File: src/core/fhc_pkg.sv
// package for the flash high-speed crc engine
package fhc_pkg;
   // ==========================================
   // register map
   localparam logic [19:0] FHC_ADDR_CONTROL = 20'hF02F0;
   localparam logic [19:0] FHC_ADDR_RESULT  = 20'hF02F2;
   localparam logic [7:0]  FHC_CONTROL_RST  = 8'h00;
   localparam logic [15:0] FHC_RESULT_RST   = 16'h0000;
   localparam int          FHC_ENABLE_BIT   = 7;
   localparam int          FHC_RANGE_MSB    = 5;
   localparam logic [5:0]  FHC_RANGE_MAX    = 6'h1F;
   // ==========================================
   // crc and span
   localparam logic [15:0] FHC_POLY         = 16'h1021;
   localparam logic [15:0] FHC_CRC_SEED     = 16'h0000;
   localparam int          FHC_WORD_BITS    = 32;
   localparam int          FHC_BLOCK_WORDS  = 4096;
   localparam int          FHC_WADDR_BITS   = 17;
   // ==========================================
   // engine states, gray along idle-run-drain-done
   typedef enum logic [1:0] {
      FHC_IDLE  = 2'b00,
      FHC_RUN   = 2'b01,
      FHC_DRAIN = 2'b11,
      FHC_DONE  = 2'b10
   } fhc_state_t;
   typedef struct packed {
      logic        valid;
      logic [31:0] data;
      logic        last;
   } fhc_word_t;
endpackage : fhc_pkg

File: src/core/fhc_engine.sv
// flash high-speed crc engine: control, result and crc walk over code flash
// Behaviour
// - halt cpu, one flash word per clock
// - crc16 with x16+x12+x5+1 polynomial
// - shift each word bit 31 first
// - run only when halted from ram
// - enable bit 7 starts at next halt in main clock mode
// - range n up to 31 spans to (n+1)*16kb-8
// - control bit/byte writes, resets to 00
// - 16-bit result register, resets 0000
// - result writes need enable set
// - only code flash is read
`timescale 1ns/100ps
`default_nettype none
module fhc_engine #(
   parameter int WADDR_BITS = fhc_pkg::FHC_WADDR_BITS
) (
   input  wire logic        clk_sys,
   input  wire logic        rst,
   input  wire logic [19:0] sfr_addr,
   input  wire logic        sfr_wr,
   input  wire logic        sfr_rd,
   input  wire logic [1:0]  sfr_size,
   input  wire logic [2:0]  sfr_bit,
   input  wire logic [15:0] sfr_wdata,
   output logic [15:0]      sfr_rdata,
   input  wire logic        halt_exec,
   input  wire logic        halt_from_ram,
   input  wire logic        main_clk_mode,
   output logic             cpu_stop,
   output logic             cpu_release,
   output logic             cflash_rd,
   output logic [WADDR_BITS-1:0] cflash_waddr,
   input  wire logic [31:0] cflash_rdata,
   output logic             busy
);
   // sfr_size: 0 = bit op, 1 = byte, 2 = word
   // ==========================================
   // registers
   logic [7:0]  control;
   logic [15:0] result;
   logic [15:0] crc;
   fhc_pkg::fhc_state_t state;
   logic [WADDR_BITS-1:0] last_waddr;
   logic [WADDR_BITS-1:0] fetch_addr;
   logic        fetch_last;
   logic        rd_pend;
   logic        rd_last;

   wire hit_ctl = (sfr_addr == fhc_pkg::FHC_ADDR_CONTROL);
   wire hit_res = (sfr_addr == fhc_pkg::FHC_ADDR_RESULT);
   wire enable  = control[fhc_pkg::FHC_ENABLE_BIT];
   wire [5:0] range_sel = control[fhc_pkg::FHC_RANGE_MSB:0];

   function automatic logic [15:0] crc_word(input logic [15:0] c, input logic [31:0] d);
      logic [15:0] r;
      r = c;
      for (int i = 31; i >= 0; i--) begin
         r = {r[14:0], 1'b0} ^ ((r[15] ^ d[i]) ? fhc_pkg::FHC_POLY : 16'h0000);
      end
      return r;
   endfunction : crc_word

   // ==========================================
   // register writes
   wire wr_ctl_bit  = sfr_wr & hit_ctl & (sfr_size == 2'd0);
   wire wr_ctl_byte = sfr_wr & hit_ctl & (sfr_size == 2'd1);
   wire [7:0] ctl_bit_val = (control & ~(8'h01 << sfr_bit))
                          | ({7'h00, sfr_wdata[0]} << sfr_bit);
   wire [7:0] ctl_wval = wr_ctl_byte ? sfr_wdata[7:0] : ctl_bit_val;
   // reserved bit 6 stays zero
   wire [7:0] next_control = {ctl_wval[7], 1'b0, ctl_wval[5:0]};
   wire wr_res = sfr_wr & hit_res & (sfr_size == 2'd2) & enable;

   always_ff @(posedge clk_sys) begin
      if (rst) begin
         control <= fhc_pkg::FHC_CONTROL_RST;
      end else if ((wr_ctl_bit || wr_ctl_byte) && state == fhc_pkg::FHC_IDLE) begin
         control <= next_control;
      end
   end

   always_ff @(posedge clk_sys) begin
      if (rst) begin
         sfr_rdata <= 16'h0000;
      end else if (sfr_rd && hit_ctl) begin
         sfr_rdata <= {8'h00, control};
      end else if (sfr_rd && hit_res) begin
         sfr_rdata <= result;
      end else begin
         sfr_rdata <= 16'h0000;
      end
   end

   // ==========================================
   // engine sequencing
   wire start = (state == fhc_pkg::FHC_IDLE) & enable & halt_exec
              & halt_from_ram & main_clk_mode;
   wire [WADDR_BITS-1:0] span_last =
      WADDR_BITS'((32'(range_sel) + 32'd1) * 32'(fhc_pkg::FHC_BLOCK_WORDS) - 32'd2);

   fhc_pkg::fhc_word_t in_word;
   fhc_pkg::fhc_word_t out_word;
   logic in_ready;
   wire  issue = (state == fhc_pkg::FHC_RUN) & in_ready;
   wire  done_word = out_word.valid & out_word.last;

   // flash answers the cycle after the strobe, so its word is taken one cycle later
   assign in_word = {rd_pend, cflash_rdata, rd_last};

   fhc_skid u_skid (
      .clk_sys   (clk_sys),
      .rst       (rst),
      .flush     (start),
      .in_word   (in_word),
      .in_ready  (in_ready),
      .out_word  (out_word),
      .out_ready (1'b1)
   );

   always_ff @(posedge clk_sys) begin
      if (rst) begin
         state        <= fhc_pkg::FHC_IDLE;
         cflash_waddr <= '0;
         fetch_addr   <= '0;
         last_waddr   <= '0;
         fetch_last   <= 1'b0;
         rd_pend      <= 1'b0;
         rd_last      <= 1'b0;
         crc          <= fhc_pkg::FHC_CRC_SEED;
      end else begin
         fetch_last <= issue & (fetch_addr == last_waddr);
         rd_pend    <= cflash_rd;
         rd_last    <= cflash_rd & fetch_last;
         case (state)
            fhc_pkg::FHC_IDLE: begin
               if (start) begin
                  state        <= fhc_pkg::FHC_RUN;
                  cflash_waddr <= '0;
                  fetch_addr   <= '0;
                  last_waddr   <= span_last;
                  crc          <= fhc_pkg::FHC_CRC_SEED;
               end
            end
            fhc_pkg::FHC_RUN: begin
               if (issue) begin
                  // address goes out together with its read strobe
                  cflash_waddr <= fetch_addr;
                  fetch_addr   <= fetch_addr + 1'b1;
                  if (fetch_addr == last_waddr) begin
                     state <= fhc_pkg::FHC_DRAIN;
                  end
               end
               if (out_word.valid) begin
                  crc <= crc_word(crc, out_word.data);
               end
            end
            fhc_pkg::FHC_DRAIN: begin
               if (out_word.valid) begin
                  crc <= crc_word(crc, out_word.data);
               end
               if (done_word) begin
                  state <= fhc_pkg::FHC_DONE;
               end
            end
            fhc_pkg::FHC_DONE: begin
               state <= fhc_pkg::FHC_IDLE;
            end
            default: begin
               state <= fhc_pkg::FHC_IDLE;
            end
         endcase
      end
   end

   always_ff @(posedge clk_sys) begin
      if (rst) begin
         result <= fhc_pkg::FHC_RESULT_RST;
      end else if (state == fhc_pkg::FHC_DONE) begin
         result <= crc;
      end else if (wr_res) begin
         result <= sfr_wdata;
      end
   end

   always_ff @(posedge clk_sys) begin
      if (rst) begin
         cpu_stop    <= 1'b0;
         cpu_release <= 1'b0;
         cflash_rd   <= 1'b0;
         busy        <= 1'b0;
      end else begin
         cpu_stop    <= start | (cpu_stop & ~(state == fhc_pkg::FHC_DONE));
         cpu_release <= (state == fhc_pkg::FHC_DONE);
         cflash_rd   <= issue;
         busy        <= start | (busy & ~(state == fhc_pkg::FHC_DONE));
      end
   end

   // ==========================================
   // checks
   a_idle_no_read: assert property (@(posedge clk_sys) disable iff (rst)
      (state == fhc_pkg::FHC_IDLE) |=> !cflash_rd)
      else $error("flash read outside a check");
   a_start_needs_enable: assert property (@(posedge clk_sys) disable iff (rst)
      $rose(busy) |-> $past(enable) && $past(halt_from_ram))
      else $error("check started without enable or from flash");
   a_start_addr_zero: assert property (@(posedge clk_sys) disable iff (rst)
      $rose(busy) |=> cflash_rd && cflash_waddr == '0)
      else $error("check does not start at address zero");
   a_word_per_clock: assert property (@(posedge clk_sys) disable iff (rst)
      cflash_rd && $past(cflash_rd) |-> cflash_waddr == $past(cflash_waddr) + 1'b1)
      else $error("flash address not stepping by one");
   a_span_end: assert property (@(posedge clk_sys) disable iff (rst)
      cflash_rd |-> cflash_waddr <= last_waddr)
      else $error("read beyond selected span");
   a_result_gated: assert property (@(posedge clk_sys) disable iff (rst)
      sfr_wr && hit_res && !enable && state != fhc_pkg::FHC_DONE |=> $stable(result))
      else $error("result written while disabled");
   a_result_done: assert property (@(posedge clk_sys) disable iff (rst)
      cpu_release |-> result == $past(crc))
      else $error("result not stored at release");
   a_release_stop: assert property (@(posedge clk_sys) disable iff (rst)
      $rose(cpu_release) |-> ##1 !cpu_stop && !cpu_release)
      else $error("cpu not released after check");
   a_ctl_reserved: assert property (@(posedge clk_sys) disable iff (rst)
      wr_ctl_byte || wr_ctl_bit |=> control[6] == 1'b0)
      else $error("reserved control bit set");
   a_crc_msb: assert property (@(posedge clk_sys) disable iff (rst)
      out_word.valid && state == fhc_pkg::FHC_RUN
      |=> crc == crc_word($past(crc), $past(out_word.data)))
      else $error("crc step mismatch");
   c_full_check: cover property (@(posedge clk_sys) disable iff (rst) $rose(cpu_release));
   c_gated_write: cover property (@(posedge clk_sys) disable iff (rst) sfr_wr && hit_res && !enable);
   c_refused_halt: cover property (@(posedge clk_sys) disable iff (rst)
      halt_exec && enable && !halt_from_ram);
endmodule : fhc_engine
`default_nettype wire

File: src/core/fhc_skid.sv
// two-entry buffer between flash read data and the crc unit
`timescale 1ns/100ps
`default_nettype none
module fhc_skid (
   input  wire logic               clk_sys,
   input  wire logic               rst,
   input  wire logic               flush,
   input  wire fhc_pkg::fhc_word_t in_word,
   output logic                    in_ready,
   output fhc_pkg::fhc_word_t      out_word,
   input  wire logic               out_ready
);
   fhc_pkg::fhc_word_t slot [2];
   logic [1:0]         count;
   wire                push = in_word.valid & in_ready;
   wire                pop  = out_word.valid & out_ready;
   assign in_ready = (count != 2'd2);
   always_comb begin
      out_word       = slot[0];
      out_word.valid = (count != 2'd0);
   end
   always_ff @(posedge clk_sys) begin
      if (rst || flush) begin
         count <= 2'd0;
      end else begin
         count <= count + {1'b0, push} - {1'b0, pop};
      end
   end
   always_ff @(posedge clk_sys) begin
      if (pop) begin
         slot[0] <= (count == 2'd2) ? slot[1] : in_word;
      end else if (push && count == 2'd0) begin
         slot[0] <= in_word;
      end
      if (push && ((count == 2'd1 && !pop) || (count == 2'd2))) begin
         slot[1] <= in_word;
      end
   end
endmodule : fhc_skid
`default_nettype wire

File: config.mk
export PLATFORM = sky130hd
export DESIGN_NAME = fhc_engine
export DESIGN_NICKNAME = d
export VERILOG_FILES = /design/src/core/fhc_pkg.sv /design/src/core/fhc_engine.sv /design/src/core/fhc_skid.sv
export SDC_FILE = /design/constraint.sdc
export NUM_CORES = 1
export LEC_CHECK = 0
export BUFFER_PORTS_ARGS = -buffer_cell sky130_fd_sc_hd__buf_2
export CORE_MARGIN = 3
export CORE_UTILIZATION = 50
export DETAILED_ROUTE_END_ITERATION = 10
export HOLD_SLACK_MARGIN = 0.15
export PLACE_DENSITY = 0.71
export SETUP_SLACK_MARGIN = 0.02
export SLEW_MARGIN = 25
export SYNTH_ARGS = -nofsm -noshare
export SYNTH_HDL_FRONTEND = slang
export SYNTH_SLANG_ARGS = --single-unit
File: constraint.sdc
create_clock -name clk_sys -period 4.4 [get_ports clk_sys]
set_input_delay 0.88 -clock clk_sys [delete_from_list [all_inputs] [get_ports clk_sys]]
set_output_delay 0.88 -clock clk_sys [all_outputs]
set_load 0.005 [all_outputs]
==> summary by stage <==
Placed design
The congestion estimate from routability-driven global placement came to around 0.86. The total placed instance area is approximately 8600 sq um. The wire-length estimate of the detail-placed layout is around 12 mm. The count of input and output buffers is 116.

Power
Registers are responsible for a little under half of the overall power. Summed over all cells, the static leakage comes to 3.73 nW. Per report_power, the clock group accounts for around two fifths of the total. The reported net switching power is 0.879 mW. The total power divided by cell area is 412 nW/um^2. The worst-case vdd ir drop is 333 uV. Combinational cells account for 13.6% of the total power. The cell-internal power is 2.93 mW. Net switching is 23.1% of the power.

Synth
The number of synthesized flops with an enable pin is 66. The number of different library cells used by synthesis comes to 47. The compound-cell area share of the yosys netlist is 8.23%.

The post-synthesis instance area is 7730 sq um. The cell count after synthesis is 637. The largest family of logic cells by synthesized area is XOR/XNOR gates. Summing the sequential cell areas from Yosys gives 53.1% of the chip area. Summing the areas of all xor and xnor instances in the mapped netlist gives 17.2% of the synthesized area. Yosys printed 0 warnings. The top flip-flop cell by instance count after synthesis is dfxtp_1. In this run the mean area of a mapped cell was ~12 sq um. Synthesis inferred approximately 170 register bits.

After synthesis, the share of flip-flops with an asynchronous set or reset is 0%. The multiplexer fraction of the synthesized cell area is 9.10%. The adder-cell share of the synthesized area is 0.324%. The synthesized netlist devotes 10.5% of its cell area to simple gates.

Global routing
The global-route usage over all layers is around a fifth. Summed over all layers, the global routing overflow is 0. The number of global-route vias before repair was about 5000. Entering global routing, the biggest net connects 48 pins. The initial antenna violation count came to 0.

The wire length of the first global-routing pass is 25.4 mm.

Setup path
Of all nets on the critical path, the largest fanout is 5. The reg-to-reg setup timing slack is 1.29 ns. The arrival time of data at the critical path endpoint is 3.42 ns. The maximum single-stage delay on the critical path is 0.60 ns. The nature of the critical path endpoint is a flip-flop. STA classifies the critical path startpoint as a flip-flop.

The kind of critical path is flip-flop to flip-flop. On the critical path the largest part of the delay comes from XOR/XNOR gates. By instance count, the cell type seen most on the critical path is xnor3_2. The critical path goes through xnor2_2 -> xnor3_2 -> xnor3_2 -> xnor2_4 -> xnor3_2 -> xor2_1 -> a22o_1. The cell type of the slowest stage on the worst timing path is xnor3_2. The worst endpoint required time is 4.72 ns. Together, buffers and inverters on the worst path number 0.

Floorplan
The initial standard-cell utilization of the core is between 50 and 60%. The total number of placement rows is 44. The die area is between 15000 and 20000 sq um. Measured along the y axis, the die boundary spans 130 microns. Measured along the x axis, the die boundary spans 130 microns. The standard cell core area is 14800 sq um. 117 I/O pins were placed.

Timing
For the finished layout, the period the worst path requires is 3.11 ns. The total negative setup slack is 0 ns. The number of endpoints failing setup at the final stage is 0. The final number of hold-violating endpoints was 0. Headroom to the max-slew limit came out at 40.3%. Setup repair after global routing left no endpoint under its margin. Between clock sinks in the finished design, the worst skew comes to 0.00658 ns. The total count of max-transition violations in the final report is 0. At the pin with the least slew margin, the transition time is 0.886 ns. The maximum operating frequency is roughly 0.32 GHz.

Dividing the final minimum period by the clock period gives between 70% and 80%.

Cells and area
The finished cells cover 9240 sq um. The area added between synthesis and finish is 19.6%. The final antenna diode count is 0. In the final layout, the multi-input gates occupy 3660 sq um. In the layout the commonest cells are 116 x buf_2, 106 x dfxtp_1, 67 x xnor2_1. Measured on the finished design, the core utilization comes to 62.4%. Summing all flip-flop and latch instances after layout gives 4100 sq um.

The filler cell count is 1192. The number of nets in the final layout is 865. The fraction of final layout cells with drive strength greater than 1 is 26.1%. The library cell used most frequently in the layout, excluding fill and tap cells, is buf_2.

Routing
The number of remaining DRC errors is 0. The detailed router finished its first iteration with roughly 350 violations. The total number of vias is 5055. Dividing the detail-routed via count by the number of cells gives 5.16. Dividing the detail-routed wire length by the instance count gives ~16 microns. The remaining number of nets flagged by the antenna check after routing is 0. The number of detailed-route iterations in the first pass is 5. The routed wire length is 15.6 mm.

Clocking
The number of clock sinks seen by CTS is about 170. The count of buffers added by post-CTS timing repair for setup is 0. The clock-pin slew of the registers on the worst-case setup and hold paths is around 0.070 ns. The H-tree depth reported by CTS is 4.

The number of buffers between clock root and the deepest sink is 2. For this design, the CTS-stage hold fixing added 0 buffers. For the worst-skew pair, the clock arrives at the later sink with an insertion delay of between 0.4 and 0.5 ns.

The post-cts sizing count is 0. The tree is rooted in a clkbuf_16. Clock tree synthesis inserted a total of 17 buffers. TritonCTS built the clock tree.

Run
The tool flagged a number of max-cap violations equal to 0.

Status
The run finished with clean final reports.

Min path
The worst hold path belongs to the class flip-flop to flip-flop.
## layout make-up
| cell class | instances | share of cell area (%) |
|---|---|---|
| flip-flops and latches | 172 | 44.4 |
| repair buffers | 120 | 6.61 |
| multi-input cells | 468 | 39.6 |
| clock buffers | 18 | 4.65 |
| inverters | 4 | 0.163 |
| well taps | 184 | 2.49 |
| clock inverters | 14 | 2.10 |
## power by group through the flow
stage / registers, mW / clock network [mW] / logic [mW]
detailed placement: 1.76 / 0 / 0.512
floorplan: 1.75 / 0 / 0.411
global route: 1.73 / 1.67 / 0.561
CTS: 1.73 / 1.60 / 0.516
global placement: 1.76 / 0 / 0.505
finish: 1.73 / 1.57 / 0.516
## cell usage after synthesis, types with 7 or more instances
cell | n | area [sq um]
dfxtp_1 | 106 | 2120
xnor2_1 | 67 | 587
edfxtp_1 | 66 | 1980
nor2_1 | 62 | 233
mux2_2 | 42 | 473
a22o_1 | 33 | 289
nand2_1 | 31 | 116
xor2_1 | 24 | 210
clkbuf_1 | 23 | 86.3
mux2i_1 | 23 | 230
a21oi_1 | 20 | 100
a211oi_1 | 19 | 143
nand3_1 | 16 | 80.1
and2_1 | 11 | 68.8
xnor3_1 | 10 | 225
nor3_1 | 7 | 35.0
o21ai_0 | 7 | 35.0
## flip-flops by register name, indices dropped and copies added (netlist names), 2 cells and up
register / cells
u_skid.count: 2
control: 7
state: 2
last_waddr: 6
crc: 16
sfr_rdata: 16
cflash_waddr: 17
fetch_addr: 17
result: 16
u_skid.slot: 66
## stage by stage
step           hold slack (ns)  power [mW]  std cells  setup slack (ns)
2_1_floorplan            0.404        2.16        669              1.48
3_3_place_gp             0.417        2.26        948              1.38
3_5_place_dp             0.415        2.27        948              1.30
4_1_cts                  0.430        3.84        980              1.28
5_1_grt                  0.451        3.96        980              1.18
6_report                 0.427        3.81        980              1.29
## routing by layer
layer / share of wire [%] / GRT usage [%]
met1: 48 / 26.6
met2: 45 / 30.1
met3: 6.0 / 4.79
met4: 1.0 / 6.11
met5: 0 / 0
## cells by family (layout without fill, tap and decap cells)
group	count (synthesis)	after routing
compound gates	88	88
xor+xnor	114	114
flops	172	172
mux	65	65
fa+ha+maj	2	2
simple gates	166	166
other cells	1	33
buf+inv	29	156
## worst paths after layout
path,start,cells past startpoint,end
worst max-delay path,u_skid.slot[0][31],7,crc[7]
worst min-delay path,fetch_last,1,rd_last
worst max register to register,u_skid.slot[0][31],7,crc[7]
worst min register to register,fetch_last,1,rd_last
## worst reg2reg max path, cell delays in order (launching register included)
cell	delay, ns
edfxtp_1	0.41
xnor2_2	0.33
xnor3_2	0.60
xnor3_2	0.49
xnor2_4	0.28
xnor3_2	0.52
xor2_1	0.18
a22o_1	0.20
Note: power is estimated with default switching activity, not from simulation.
